## src/logic/fault_status_pkg.sv

```systemverilog
// fault status package: register offsets, field positions, reset values, event carrier
// assumes the command decoder presents a one-byte command code and byte index
package fault_status_pkg;
    localparam logic [7:0] cmd_fault_summary_word = 8'h79;
    localparam logic [7:0] cmd_output_voltage_fault_flags = 8'h7a;
    localparam logic [15:0] rst_fault_summary_word = 16'h0000;
    localparam logic [7:0] rst_output_voltage_fault_flags = 8'h00;
    // summary word low byte
    localparam int unsigned pos_busy_fault = 7;
    localparam int unsigned pos_not_switching = 6;
    localparam int unsigned pos_overvoltage_entered = 5;
    localparam int unsigned pos_overcurrent_shutdown = 4;
    localparam int unsigned pos_input_undervoltage = 3;
    localparam int unsigned pos_overtemp_shutdown = 2;
    localparam int unsigned pos_comm_logic_fault = 1;
    localparam int unsigned pos_other_fault = 0;
    // summary word high byte (bit numbers within the word)
    localparam int unsigned pos_vout_summary = 15;
    localparam int unsigned pos_iout_summary = 14;
    localparam int unsigned pos_power_good_lost = 11;
    // output-voltage register
    localparam int unsigned pos_ovp_fault = 7;

    typedef struct packed {
        logic busy_fault;
        logic not_switching;
        logic ovp_normal;
        logic ovp_absolute;
        logic overcurrent_shutdown;
        logic overtemp_shutdown;
        logic comm_logic_fault;
        logic other_fault;
        logic power_good_output;
        logic iout_status_any;
    } fault_events_t;

    typedef struct packed {
        logic rd_en;
        logic [7:0] cmd;
        logic byte_sel;
        logic clear_faults;
    } status_read_t;
endpackage

```

## src/logic/fault_status_reporting.sv

```systemverilog
// fault status registers: summary word and output-voltage fault flags
// assumes events and read requests come from logic on ref_clk, except power-good and
// not-switching levels, which arrive from analog blocks and are synchronised here
`timescale 1ns/100ps
`default_nettype none

module fault_status_reporting (
    // clock and reset
    input wire logic ref_clk,
    input wire logic rst_n,
    // protection events
    input wire fault_status_pkg::fault_events_t events,
    // read port from command decoder
    input wire fault_status_pkg::status_read_t rd_req,
    // read answer
    output logic [7:0] rd_data,
    output logic rd_valid,
    // full register views
    output logic [15:0] fault_summary_word,
    output logic [7:0] output_voltage_fault_flags
);
    import fault_status_pkg::*;

    // ************************************************************
    // level synchronisers
    // ************************************************************
    // pins from analog blocks; first stage read only by second stage and the not-switching check
    logic pg_meta_q, pg_sync_q, off_meta_q, off_sync_q;
    logic pg_meta_d, pg_sync_d, off_meta_d, off_sync_d;

    always_comb begin
        pg_meta_d = events.power_good_output;
        pg_sync_d = pg_meta_q;
        off_meta_d = events.not_switching;
        off_sync_d = off_meta_q;
    end

    always_ff @(posedge ref_clk) begin
        if (!rst_n) begin
            pg_meta_q <= 1'b1;
            pg_sync_q <= 1'b1;
            off_meta_q <= 1'b0;
            off_sync_q <= 1'b0;
        end else begin
            pg_meta_q <= pg_meta_d;
            pg_sync_q <= pg_sync_d;
            off_meta_q <= off_meta_d;
            off_sync_q <= off_sync_d;
        end
    end

    // ************************************************************
    // sticky flags
    // ************************************************************
    // latched flags stay until a clear-faults request; a new event on the clear cycle wins
    logic [15:0] word_q, word_d;
    logic [7:0] vout_q, vout_d;
    logic ovp_entry;

    always_comb begin
        ovp_entry = events.ovp_normal | events.ovp_absolute;
        vout_d = rd_req.clear_faults ? rst_output_voltage_fault_flags : vout_q;
        if (ovp_entry) begin
            vout_d[pos_ovp_fault] = 1'b1;
        end
        word_d = rd_req.clear_faults ? rst_fault_summary_word : word_q;
        if (events.busy_fault) begin
            word_d[pos_busy_fault] = 1'b1;
        end
        word_d[pos_not_switching] = off_sync_q;
        if (ovp_entry) begin
            word_d[pos_overvoltage_entered] = 1'b1;
        end
        if (events.overcurrent_shutdown) begin
            word_d[pos_overcurrent_shutdown] = 1'b1;
        end
        if (events.overtemp_shutdown) begin
            word_d[pos_overtemp_shutdown] = 1'b1;
        end
        if (events.comm_logic_fault) begin
            word_d[pos_comm_logic_fault] = 1'b1;
        end
        if (events.other_fault) begin
            word_d[pos_other_fault] = 1'b1;
        end
        word_d[pos_input_undervoltage] = 1'b0;
        // the vout summary follows the next register state, so it never lags vout_q; the iout summary is registered from its event
        word_d[pos_vout_summary] = |vout_d;
        word_d[pos_iout_summary] = events.iout_status_any;
        word_d[pos_power_good_lost] = ~pg_sync_q;
        word_d[13:12] = 2'h0;
        word_d[10:8] = 3'h0;
        vout_d[6:0] = 7'h00;
    end

    always_ff @(posedge ref_clk) begin
        if (!rst_n) begin
            word_q <= rst_fault_summary_word;
            vout_q <= rst_output_voltage_fault_flags;
        end else begin
            word_q <= word_d;
            vout_q <= vout_d;
        end
    end

    // ************************************************************
    // read port
    // ************************************************************
    // unknown command codes answer 0x00 so the decoder never sees stale data
    // the answer lasts one cycle; the byte drops back to 0x00 when no read is asked
    logic [7:0] rdata_q, rdata_d;
    logic rvalid_q, rvalid_d;

    always_comb begin
        rvalid_d = rd_req.rd_en;
        rdata_d = 8'h00;
        if (rd_req.rd_en) begin
            unique case (rd_req.cmd)
                cmd_fault_summary_word: begin
                    rdata_d = rd_req.byte_sel ? word_q[15:8] : word_q[7:0];
                end
                cmd_output_voltage_fault_flags: begin
                    rdata_d = vout_q;
                end
                default: begin
                    rdata_d = 8'h00;
                end
            endcase
        end
    end

    always_ff @(posedge ref_clk) begin
        if (!rst_n) begin
            rdata_q <= 8'h00;
            rvalid_q <= 1'b0;
        end else begin
            rdata_q <= rdata_d;
            rvalid_q <= rvalid_d;
        end
    end

    assign rd_data = rdata_q;
    assign rd_valid = rvalid_q;
    assign fault_summary_word = word_q;
    assign output_voltage_fault_flags = vout_q;

    // ************************************************************
    // checks
    // ************************************************************
    // sticky flags are checked on the registered view, one edge after their event; power-good and not-switching levels against their synchroniser stages
    // clear is taken like an event, so a set on the same edge must survive it
    a_busy_sets: assert property (@(posedge ref_clk) disable iff (!rst_n)
        events.busy_fault |=> word_q[pos_busy_fault])
        else $error("busy fault not latched");
    a_off_follows: assert property (@(posedge ref_clk) disable iff (!rst_n)
        ##1 word_q[pos_not_switching] == $past(off_meta_q, 2))
        else $error("not-switching flag does not follow level");
    a_ovp_both: assert property (@(posedge ref_clk) disable iff (!rst_n)
        (events.ovp_absolute || events.ovp_normal)
        |=> word_q[pos_overvoltage_entered] && vout_q[pos_ovp_fault])
        else $error("overvoltage entry not latched");
    a_oc_sets: assert property (@(posedge ref_clk) disable iff (!rst_n)
        events.overcurrent_shutdown |=> word_q[pos_overcurrent_shutdown])
        else $error("overcurrent flag not latched");
    a_ot_sets: assert property (@(posedge ref_clk) disable iff (!rst_n)
        events.overtemp_shutdown |=> word_q[pos_overtemp_shutdown])
        else $error("overtemperature flag not latched");
    a_cml_sets: assert property (@(posedge ref_clk) disable iff (!rst_n)
        events.comm_logic_fault |=> word_q[pos_comm_logic_fault])
        else $error("comm fault not latched");
    a_other_sets: assert property (@(posedge ref_clk) disable iff (!rst_n)
        events.other_fault |=> word_q[pos_other_fault])
        else $error("other fault not latched");
    a_vout_summary: assert property (@(posedge ref_clk) disable iff (!rst_n)
        word_q[pos_vout_summary] == (|vout_q))
        else $error("vout summary mismatch");
    a_iout_summary: assert property (@(posedge ref_clk) disable iff (!rst_n)
        1'b1 |=> word_q[pos_iout_summary] == $past(events.iout_status_any))
        else $error("iout summary does not follow its source");
    a_pg_mirror: assert property (@(posedge ref_clk) disable iff (!rst_n)
        word_q[pos_power_good_lost] == !$past(pg_sync_q))
        else $error("power-good loss not mirrored");
    a_reserved_zero: assert property (@(posedge ref_clk) disable iff (!rst_n)
        word_q[13:12] == 2'h0 && word_q[10:8] == 3'h0 && vout_q[6:0] == 7'h00
        && !word_q[pos_input_undervoltage])
        else $error("reserved bit set");
    a_read_latency: assert property (@(posedge ref_clk) disable iff (!rst_n)
        rd_req.rd_en && rd_req.cmd == cmd_output_voltage_fault_flags
        |=> rd_valid && rd_data == $past(vout_q))
        else $error("vout read wrong");
    a_word_read: assert property (@(posedge ref_clk) disable iff (!rst_n)
        rd_req.rd_en && rd_req.cmd == cmd_fault_summary_word
        |=> rd_valid && rd_data == ($past(rd_req.byte_sel) ? $past(word_q[15:8])
        : $past(word_q[7:0])))
        else $error("summary word read wrong");
    a_unknown_zero: assert property (@(posedge ref_clk) disable iff (!rst_n)
        rd_req.rd_en && rd_req.cmd != cmd_fault_summary_word
        && rd_req.cmd != cmd_output_voltage_fault_flags
        |=> rd_valid && rd_data == 8'h00)
        else $error("unknown command did not read zero");
    a_clear_vout: assert property (@(posedge ref_clk) disable iff (!rst_n)
        rd_req.clear_faults && !ovp_entry |=> !vout_q[pos_ovp_fault])
        else $error("overvoltage fault not cleared");
    a_valid_pulse: assert property (@(posedge ref_clk) disable iff (!rst_n)
        !rd_req.rd_en |=> !rd_valid && rd_data == 8'h00)
        else $error("read answer outlived its request");
endmodule

`default_nettype wire
```

## config.mk

```make
export PLATFORM = sky130hd
export DESIGN_NAME = fault_status_reporting
export DESIGN_NICKNAME = d
export VERILOG_FILES = /design/src/logic/fault_status_pkg.sv /design/src/logic/fault_status_reporting.sv
export SDC_FILE = /design/constraint.sdc
export NUM_CORES = 1
export LEC_CHECK = 0
export CELL_PAD_IN_SITES_DETAIL_PLACEMENT = 1
export CELL_PAD_IN_SITES_GLOBAL_PLACEMENT = 1
export CORE_UTILIZATION = 45
export DETAILED_ROUTE_END_ITERATION = 6
export DONT_BUFFER_PORTS = 1
export PLACE_DENSITY = 0.83
export SYNTH_ARGS = -nofsm -noshare
export SYNTH_HDL_FRONTEND = slang
export SYNTH_SLANG_ARGS = --single-unit
```

## constraint.sdc

```tcl
create_clock -name ref_clk -period 1.88 [get_ports ref_clk]
set_input_delay 0.094 -clock ref_clk [delete_from_list [all_inputs] [get_ports ref_clk]]
set_output_delay 0.094 -clock ref_clk [all_outputs]
set_load 0.03 [all_outputs]
```

# == After elaboration in Yosys (flattened, before gate mapping) ==
# Index checks and enable logic that the tools add are counted.
# word_totals
reg_bits,31
in_bits,23
out_inout_bits,33
# op_classes
eq_ne,2
mux,11
n_bitwise,2
n_reduce_logical,8
# ops
op,count
8-bit 2-to-1 mux,3
8-bit by 7-bit equality test with 1-bit output (second input constant),2
8-bit one-hot mux with 2 select lines,1
2-bit nonzero test,6
8-bit OR reduction,1
1-bit 2-to-1 mux,7
2-bit AND reduction,1
1-bit inverter,1
1-bit OR,1

# == Depth between registers and ports, before layout ==
# Gate-level depths: netlist (run 1).
# depth
depth_word,3
depth_mapped,4
mapped_depth_nobuf,3

# == Worst setup path before layout (run 1) ==
# Ideal clock, no wire load.
# synth_timing
path_kind,register -> register
startpoint,register word_q[15] (netlist: fault_summary_word[15])
endpoint,register rdata_q[7] (netlist: rd_data[7])
arrival_time_ns,0.925
t_required_ns,1.802
path_slack_ns,0.878
stages_incl_launch_ff,4
synth_period_minus_slack_ns,1.002
path_cell_list,dfxtp_1 > mux2i_1 > o22a_1 > nor3_1
# synth_between
elab_chain_cells,2
# synth_rtl
item,line,rtl
"start, declared",fault_status_reporting.sv:56,"logic [15:0] word_q, word_d;"
"start signal, assigned",fault_status_reporting.sv:98,word_q <= rst_fault_summary_word;
"start signal, assigned",fault_status_reporting.sv:101,word_q <= word_d;
8-bit 2-to-1 mux,fault_status_reporting.sv:120,rdata_d = rd_req.byte_sel ? word_q[15:8] : word_q[7:0];
8-bit one-hot mux with 2 select lines,fault_status_reporting.sv:118,unique case (rd_req.cmd)
"end signal, assigned",fault_status_reporting.sv:137,rdata_q <= rdata_d;
"end, declared",fault_status_reporting.sv:111,"logic [7:0] rdata_q, rdata_d;"
# Every way passes these cells.
# A chain may end at the register's enable or synchronous reset.

# == Final worst setup path (run 1) ==
# layout_timing
startpoint,input port rd_req[6] in the netlist's numbering
endpoint,register rdata_q[7] (netlist: rd_data[7])
# layout_between
elab_chain_cells,2
word_cells_on_any_way,3
cone_classes,eq/ne: 2; mux: 1
# layout_rtl
item,line,rtl
"start, declared",fault_status_reporting.sv:14,"input wire fault_status_pkg::status_read_t rd_req,"
8-bit by 7-bit equality test with 1-bit output,fault_status_reporting.sv:118,
8-bit one-hot mux with 2 select lines *,fault_status_reporting.sv:118,
# Mark *: on every way between the ends. The rest lies on a longest branch, timed or not.

==> out/summary.txt, run 1 <==
Vias/cell = 4.66
Comb power frac = 13.8%
most frequent cells in the layout = dfxtp_1 (23), dlygate4sd3_1 (23), conb_1 (13)
sequential fraction of the synthesis area = 52.6%
Die Span Y = 46.1 um
antenna violations before repair = 0
CP Cell Sequence = dlygate4sd3_1, nand4b_1, dlygate4sd3_1, nor3_1, dlygate4sd3_1
Post-Route Skew = 0.00490 ns
Seq. cell area = 460 um^2
final hold slack = 0.0315 ns
worst skew pair latency = 0.31 ns
register share of total power = 61.1%
overall power = 881 uW
switching part of the total power = 27.5%
CTS tree = built
peak supply drop = 562 uV
final hold viol count = 0
Fillers = 190
post-synthesis register bit count = 23
Starting Density = 49.1%
# port buffers = 0
f_max = 559 MHz
Leak = 0.434 nW
first-pass GRT wire length = 2640 um
DR WL/cell = 14.4 um
total number of vias = 597
CP delay by family, top = buffers and inverters
critical path fanouts, max = 2
final HPWL from detailed placement = 1040 um
WL final = 1850 um
crit share post-route = 95.1%
DRC = 0
CTS HTree Levels = 1
Root Buffer = clkbuf_4
crit path launch type = input port
fin. max-slew vios = 0
Worst-Margin Slew = 0.506 ns
slowest CP cell = dlygate4sd3_1
synth unique cells = 18
total grt overflow = 0
CTS Sinks = 23
status = completed
nature of the critical path endpoint = flip-flop
Placer Congestion = 0.655
First-pass DRT Iterations = 2
Multi-input gate area = 340 um^2
Final min period = 1.79 ns
DR iter-0 viols = 2
deepest clock path buffer count = 2
postcts setup bufs = 0
setup TNS = 0 ns
cells after synthesis = 80
most used cell, CP = dlygate4sd3_1
ANT cells = 0
crit path DAT = 2.04 ns
layout cells sized above 1 = 9.71%
number of global-route vias before repair = 595
Max-Cap Viols = 0
Total GRT Usage = 18.8%
I/O pin count = 56
synth warn = 0
Area Overhead vs Synth = 25.3%
Worst-path clk slew = 0.11 ns
synthesized cell area = 876 um^2
critical path's largest stage delay = 0.59 ns
CP required = 2.13 ns
Post-DRT Antenna Nets = 0
largest net degree at the start of global routing = 17
core area = 1780 um^2
P_sw = 242 uW
Clock power frac = 25.1%
die area = 2130 um^2
nets = 127
crit path kind = in -> reg
final setup violating endpoints = 0
P_int = 639 uW
Slew HR = 66.2%
Min-Delay Path Class = in -> reg
Rows = 15
Avg Cell Area, Syn = 10.9 um^2
Die W = 46.1 um
setup repair after global routing missed its margin = no
Buf/Inv on CP = 3
power per cell area = 803 nW/um^2
TritonCTS Buffers = 3
[metrics by stage]
step | std cells | utilization [%] | area, um^2 | setup slack (ns)
floorplan | 92 | - | 921 | 0.878
global placement | 101 | 47.1 | 840 | 0.807
detailed placement | 101 | 47.1 | 840 | 0.778
CTS | 127 | 61.0 | 1090 | 0.114
global route | 128 | 61.5 | 1100 | 0.0471
finish | 128 | 61.5 | 1100 | 0.0914
[layer usage]
metal / track usage, % / share of wire [%] / vias up / wire, um
met1: 18.4 / 36 / 275 / 659
met5: 0 / 0 / - / 0
met3: 8.24 / 9.8 / 4 / 182
met2: 34.4 / 53 / 36 / 982
li1: - / - / 282 / -
met4: 7.06 / 1.2 / 0 / 23
[final timing paths]
path                            endpoint  slack [ns]  depth (start not counted)                  start
setup / recovery              rd_data[7]        0.09                          5              rd_req[6]
hold / removal     fault_summary_word[5]        0.03                          2              rd_req[0]
setup reg to reg              rd_data[7]        0.25                          4  fault_summary_word[7]
hold reg to reg   fault_summary_word[11]        0.39                          1              pg_sync_q
[synth_stat cells]
cell      number  share of area, %
nor3_1         1              0.57
or2b_1         1              0.86
o31a_1         2               2.0
nand2b_1       2               1.4
buf_4         14                12
conb_1         1              0.43
dfxtp_1       23                53
or3_1          1              0.71
mux2i_1        2               2.3
nor2b_1        8               5.7
nor3b_2        5               7.1
nand2_1        2              0.86
buf_2          3               1.7
o22a_1         1               1.0
and2_1         5               3.6
o21a_1         5               4.3
nand4b_1       2               2.0
nor2_1         2              0.86
[final cells by class]
| cell class | instances | area share, % |
|---|---|---|
| tap | 25 | 2.85 |
| multi-input combinational | 52 | 31.0 |
| clock inverter | 1 | 0.456 |
| timing repair buffer | 24 | 21.7 |
| sequential | 23 | 42.0 |
| clock buffer | 3 | 2.05 |
[logic make-up (layout without fill, tap and decap cells)]
| family | Yosys count | after routing | synth area share [%] |
|---|---|---|---|
| simple gates | 29 | 29 | 23.7 |
| flops | 23 | 23 | 52.6 |
| buf+inv | 17 | 28 | 13.7 |
| compound gates | 8 | 8 | 7.29 |
| mux | 2 | 2 | 2.29 |
| other cells | 1 | 13 | 0.428 |
[sequential cells by signal, summed over array words and instances (netlist names)]
register / count
rd_data: 8
off_meta_q: 1
fault_summary_word: 10
off_sync_q: 1
rd_valid: 1
pg_sync_q: 1
pg_meta_q: 1
[power groups by stage]
stage / Sequential (mW) / Combinational (mW) / Clock, mW
2_1_floorplan: 0.550 / 0.0934 / 0
6_report: 0.538 / 0.122 / 0.221
3_5_place_dp: 0.549 / 0.0742 / 0
3_3_place_gp: 0.548 / 0.0725 / 0
4_1_cts: 0.538 / 0.117 / 0.233
5_1_grt: 0.541 / 0.130 / 0.256
[what timing repair did]
action / in CTS / in global routing
resized for setup: 0 / 0
hold endpoints to repair: 23 / 1
hold buffers: 22 / 1
setup endpoints to repair: 0 / 0
(Power assumes the default switching activity.)
==> inputs of run 2 (changes only) <==
--- a/config.mk
+++ b/config.mk
@@ -7,10 +7,11 @@
 export LEC_CHECK = 0
 export CELL_PAD_IN_SITES_DETAIL_PLACEMENT = 1
 export CELL_PAD_IN_SITES_GLOBAL_PLACEMENT = 1
-export CORE_UTILIZATION = 45
+export CORE_UTILIZATION = 49
+export CTS_BUF_LIST = sky130_fd_sc_hd__clkbuf_8
 export DETAILED_ROUTE_END_ITERATION = 6
 export DONT_BUFFER_PORTS = 1
-export PLACE_DENSITY = 0.83
+export PLACE_DENSITY = 0.89
 export SYNTH_ARGS = -nofsm -noshare
 export SYNTH_HDL_FRONTEND = slang
 export SYNTH_SLANG_ARGS = --single-unit
==> out/summary.txt, run 2 (synthesis results as in run 1) <==
status = completed
number of global-route vias before repair = 542 (-8.9%)
Post-Route Skew = 0.00113 ns (-0.00377 ns)
CTS Sinks = 23 (unchanged)
Min-Delay Path Class = in -> reg
peak supply drop = 544 uV (-3.2%)
f_max = 686 MHz (+23%)
crit path launch type = input port
Max-Cap Viols = 0 (unchanged)
Rows = 14 (-1)
Worst-path clk slew = 0.07 ns (-0.04 ns)
Seq. cell area = 460 um^2 (unchanged)
Root Buffer = clkbuf_8
max FFs per register = 10 (unchanged)
final setup violating endpoints = 0 (unchanged)
fin. max-slew vios = 0 (unchanged)
postcts setup bufs = 0 (unchanged)
DR WL/cell = 13.2 um (-8.5%)
Final min period = 1.46 ns (-0.332 ns)
Multi-input gate area = 340 um^2 (unchanged)
Starting Density = 54.9% (+5.8 points)
crit path DAT = 1.60 ns (-0.44 ns)
Fillers = 175 (-7.9%)
setup TNS = 0 ns (unchanged)
total grt overflow = 0 (unchanged)
Die Span Y = 44.3 um (-4.0%)
DRC = 0 (unchanged)
Die W = 44.3 um (-4.0%)
nets = 118 (-7.1%)
crit path kind = in -> reg
First-pass DRT Iterations = 4 (+2)
TritonCTS Buffers = 3 (unchanged)
cts repair resizes = 0 (unchanged)
CP required = 2.02 ns (-0.11 ns)
most common cell after layout, fill and taps aside = dfxtp_1
final HPWL from detailed placement = 1030 um (-0.16%)
largest net degree at the start of global routing = 16 (-1)
setup repair after global routing missed its margin = no
worst skew pair latency = 0.25 ns (-0.06 ns)
CTS tree = built
core area = 1590 um^2 (-11%)
Placer Congestion = 0.618 (-5.6%)
nature of the critical path endpoint = flip-flop
Reg2Reg Depth = 3 (-1)
layout cells sized above 1 = 9.57% (-0.13 points)
most frequent cells in the layout = dfxtp_1 (23), dlygate4sd3_1 (14), conb_1 (13)
Post-DRT Antenna Nets = 0 (unchanged)
Worst R2R End = fault_summary_word[15]
hold_sp = rd_req[1]
critical path fanouts, max = 15 (+13)
total number of vias = 567 (-5.0%)
first-pass GRT wire length = 2450 um (-7.3%)
Hold Path Depth = 2 (unchanged)
Total GRT Usage = 17.3% (-1.5 points)
Area Overhead vs Synth = 16.9%
# port buffers = 0 (unchanged)
Core Util, Final = 64.2% (+2.7 points)
Leak = 0.400 nW (-7.7%)
ANT cells = 0 (unchanged)
final hold viol count = 0 (unchanged)
Vias/cell = 4.81 (+3.0%)
hold_buf cts = 14 (-36%)
I/O pin count = 56 (unchanged)
die area = 1960 um^2 (-7.8%)
WL final = 1560 um (-16%)
WHS Endpoint = rd_data[6]
worst reg2reg startpoint = fault_summary_word[15]
deepest clock path buffer count = 2 (unchanged)
DR iter-0 viols = 5 (+3)
power per cell area = 907 nW/um^2 (+13%)
crit share post-route = 77.5% (-18 points)
antenna violations before repair = 0 (unchanged)
CTS HTree Levels = 1 (unchanged)
R2R Setup Slk = 0.52 ns (+0.27 ns)
[run 2: worst max-delay path, cell delays in order]
cell	delay (ns)
dlygate4sd3_1	0.82
nand2b_1	0.10
dlygate4sd3_1	0.58
[run 2: how the worst max path moves through the flow]
stage / to / from / slack (ns)
2_1_floorplan: rd_data[7] / fault_summary_word[15] / 0.88
3_3_place_gp: rd_data[4] / rd_req[9] / 0.80
3_5_place_dp: rd_data[4] / rd_req[9] / 0.77
4_1_cts: fault_summary_word[15] / rst_n / 0.41
5_1_grt: fault_summary_word[15] / rst_n / 0.34
6_report: pg_meta_q / rst_n / 0.42
[run 2: cell type report]
class	instances	share of cell area, %
sequential	23	45.0
multi-input combinational	52	33.3
timing repair buffer	15	14.4
clock buffer	3	4.03
tap	24	2.93
clock inverter	1	0.367
[run 2: where the power goes]
group	total (mW)	internal (mW)	switching [mW]
Sequential	0.539	0.504	0.0345
Clock	0.284	0.145	0.139
Combinational	0.104	0.0433	0.0612
[run 2: through the flow]
| step | power, mW | hold WS, ns | instance area, um^2 | setup slack, ns | std cells |
|---|---|---|---|---|---|
| 2_1_floorplan | 0.644 | 0.167 | 921 | 0.878 | 92 |
| 3_3_place_gp | 0.621 | 0.165 | 838 | 0.804 | 100 |
| 3_5_place_dp | 0.623 | 0.167 | 838 | 0.767 | 100 |
| 4_1_cts | 0.939 | 0.0109 | 1020 | 0.414 | 118 |
| 5_1_grt | 0.970 | 0.0261 | 1020 | 0.338 | 118 |
| 6_report | 0.928 | 0.0114 | 1020 | 0.423 | 118 |
[run 2: routing by layer]
layer	vias to the layer above	GRT usage, %	share of wire, %	routed length (um)
met3	2	5.71	8.3	129
met4	0	10.3	0.90	14
met2	33	27.9	52	817
met1	271	19.8	38	597
li1	261	-	-	-
met5	-	0	0	0
==> inputs of run 3 (changes only) <==
--- a/config.mk
+++ b/config.mk
@@ -7,11 +7,11 @@
 export LEC_CHECK = 0
 export CELL_PAD_IN_SITES_DETAIL_PLACEMENT = 1
 export CELL_PAD_IN_SITES_GLOBAL_PLACEMENT = 1
-export CORE_UTILIZATION = 49
+export CORE_UTILIZATION = 45
 export CTS_BUF_LIST = sky130_fd_sc_hd__clkbuf_8
 export DETAILED_ROUTE_END_ITERATION = 6
 export DONT_BUFFER_PORTS = 1
-export PLACE_DENSITY = 0.89
+export PLACE_DENSITY = 0.83
 export SYNTH_ARGS = -nofsm -noshare
 export SYNTH_HDL_FRONTEND = slang
 export SYNTH_SLANG_ARGS = --single-unit
==> constraint.sdc (replaced) <==
create_clock -name ref_clk -period 1.5 [get_ports ref_clk]
set_input_delay 0.075 -clock ref_clk [delete_from_list [all_inputs] [get_ports ref_clk]]
set_output_delay 0.075 -clock ref_clk [all_outputs]
set_load 0.03 [all_outputs]
==> out/summary.txt, run 3 (synthesis results as in run 1) <==
nature of the critical path endpoint = flip-flop
WL final = 1750 um (+12%)
status = completed
final HPWL from detailed placement = 1100 um (+6.8%)
register share of total power = 56.7% (-1.4 points)
most common cell after layout, fill and taps aside = dlygate4sd3_1
Leak = 0.448 nW (+12%)
non-filler cells, final = 127 (+7.6%)
Post-DRT Antenna Nets = 0 (unchanged)
deepest clock path buffer count = 2 (unchanged)
Total GRT Usage = 18.1% (+0.83 points)
final hold viol count = 0 (unchanged)
Placed Cells incl. Taps = 102 (+2.0%)
number of global-route vias before repair = 572 (+5.5%)
Area Overhead vs Synth = 27.0%
Fillers = 199 (+14%)
DRC = 0 (unchanged)
Multi-input gate area = 345 um^2 (+1.5%)
Hold Path Depth = 2 (unchanged)
nets = 126 (+6.8%)
DR WL/cell = 13.8 um (+4.4%)
TritonCTS Buffers = 3 (unchanged)
CTS HTree Levels = 1 (unchanged)
slowest CP cell = dlygate4sd3_1
layout cells sized above 1 = 14.7% (+5.1 points)
Post-Route Skew = 0.00227 ns (+0.00115 ns)
Min-Delay Path Class = in -> reg
crit path DAT = 1.55 ns (-0.05 ns)
CP Cell Sequence = nor2b_1, o31a_1, dlygate4sd3_1
P_sw = 303 uW (+29%)
P_int = 885 uW (+28%)
Clock power frac = 30.8% (about the same)
worst skew pair latency = 0.25 ns (about the same)
Die Span Y = 46.1 um (+4.2%)
setup repair after global routing missed its margin = no
Max-Cap Viols = 0 (unchanged)
CTS tree = built
largest net degree at the start of global routing = 14 (-2)
setup TNS = 0 ns (unchanged)
crit share post-route = 94.0%
critical path fanouts, max = 3 (-12)
Vias/cell = 4.66 (-3.0%)
CP required = 1.64 ns (-0.38 ns)
ANT cells = 0 (unchanged)
total number of vias = 592 (+4.4%)
First-pass DRT Iterations = 1 (-3)
switching part of the total power = 25.5% (+0.19 points)
Comb power frac = 12.5% (+1.2 points)
max FFs per register = 10 (unchanged)
Rows = 15 (+1)
Worst-path clk slew = 0.08 ns (about the same)
I/O pin count = 56 (unchanged)
peak supply drop = 492 uV (-9.5%)
Seq. cell area = 464 um^2 (+0.82%)
total grt overflow = 0 (unchanged)
most frequent cells in the layout = dlygate4sd3_1 (21), dfxtp_1 (20), conb_1 (13)
power per cell area = 1070 nW/um^2 (+18%)
antenna violations before repair = 0 (unchanged)
crit path kind = reg -> reg
CTS Sinks = 23 (unchanged)
DR iter-0 viols = 0 (-5)
f_max = 709 MHz
die area = 2130 um^2 (+8.5%)
Die W = 46.1 um (+4.2%)
Starting Density = 49.1% (-5.8 points)
critical path's largest stage delay = 0.55 ns (-0.27 ns)
core area = 1780 um^2 (+12%)
first-pass GRT wire length = 2650 um (+8.2%)
Reg2Reg Depth = 3 (unchanged)
Final min period = 1.41 ns
# port buffers = 0 (unchanged)
fin. max-slew vios = 0 (unchanged)
final setup violating endpoints = 0 (unchanged)
Placer Congestion = 0.640 (+3.4%)
crit path launch type = flip-flop
Root Buffer = clkbuf_8
-- run 3: changes by cell type in the layout (fill, tap and decap cells not counted) --
cell,previous run,this run
or3_1,1,0
dlygate4sd3_1,14,21
or3_4,0,1
dfxtp_2,0,3
inv_1,1,0
dfxtp_1,23,20
buf_4,1,2
clkinv_2,0,1
-- run 3: repair_timing --
| action | 4_1_cts | 5_1_grt |
|---|---|---|
| hold buffers | 21 | 0 |
| gates resized for setup | 0 | 4 |
| setup buffers | 0 | 0 |
| endpoints found under the setup margin | 0 | 9 |
| hold endpoints to repair | 23 | 0 |
-- run 3: final timing paths --
check / endpoint / start / slack [ns]
max: fault_summary_word[5] / fault_summary_word[5] / 0.09
min: rd_data[7] / rd_req[2] / 0.02
max reg2reg: fault_summary_word[5] / fault_summary_word[5] / 0.09
min reg2reg: pg_sync_q / pg_meta_q / 0.42
-- run 3: worst max-delay path: cells and delay by family, from the launching register on --
family	cells	cell delay [ns]
AND/OR/NAND/NOR	1	0.15
buffers and inverters	1	0.55
flip-flops	1	0.38
AO/OA/AOI/OAI	1	0.22
-- run 3: layout make-up --
cell class                      instances  share of cell area [%]
Timing Repair Buffer                   23                    20.2
Clock inverter                          1                   0.450
Sequential cell                        23                    41.7
Tap cell                               25                    2.81
Multi-Input combinational cell         52                    31.0
Clock buffer                            3                    3.71
-- run 3: metrics by stage --
stage                     setup WS [ns]  total power, mW  util [%]  area (um^2)  hold slack, ns
after floorplan                   0.498            0.807         -          921           0.148
after global placement            0.447            0.781      47.5          847           0.146
after detailed placement          0.412            0.785      47.5          847           0.147
after CTS                       0.00455             1.19      61.9         1100         0.00679
after global routing             0.0296             1.24      62.4         1110          0.0285
final                            0.0895             1.19      62.4         1110          0.0247
-- run 3: layer usage --
layer | wire length [um] | up-vias | global-route usage, %
li1 | - | 278 | -
met1 | 701 | 276 | 20.5
met2 | 896 | 36 | 31.8
met3 | 141 | 2 | 5.10
met4 | 11 | 0 | 7.06
met5 | 0 | - | 0
-- run 3: power by group through the flow --
stage	sequential [mW]	combinational, mW	clock, mW
3_3_place_gp	0.685	0.0956	0
4_1_cts	0.672	0.145	0.377
3_5_place_dp	0.687	0.0980	0
6_report	0.673	0.149	0.366
5_1_grt	0.677	0.159	0.400
2_1_floorplan	0.690	0.117	0
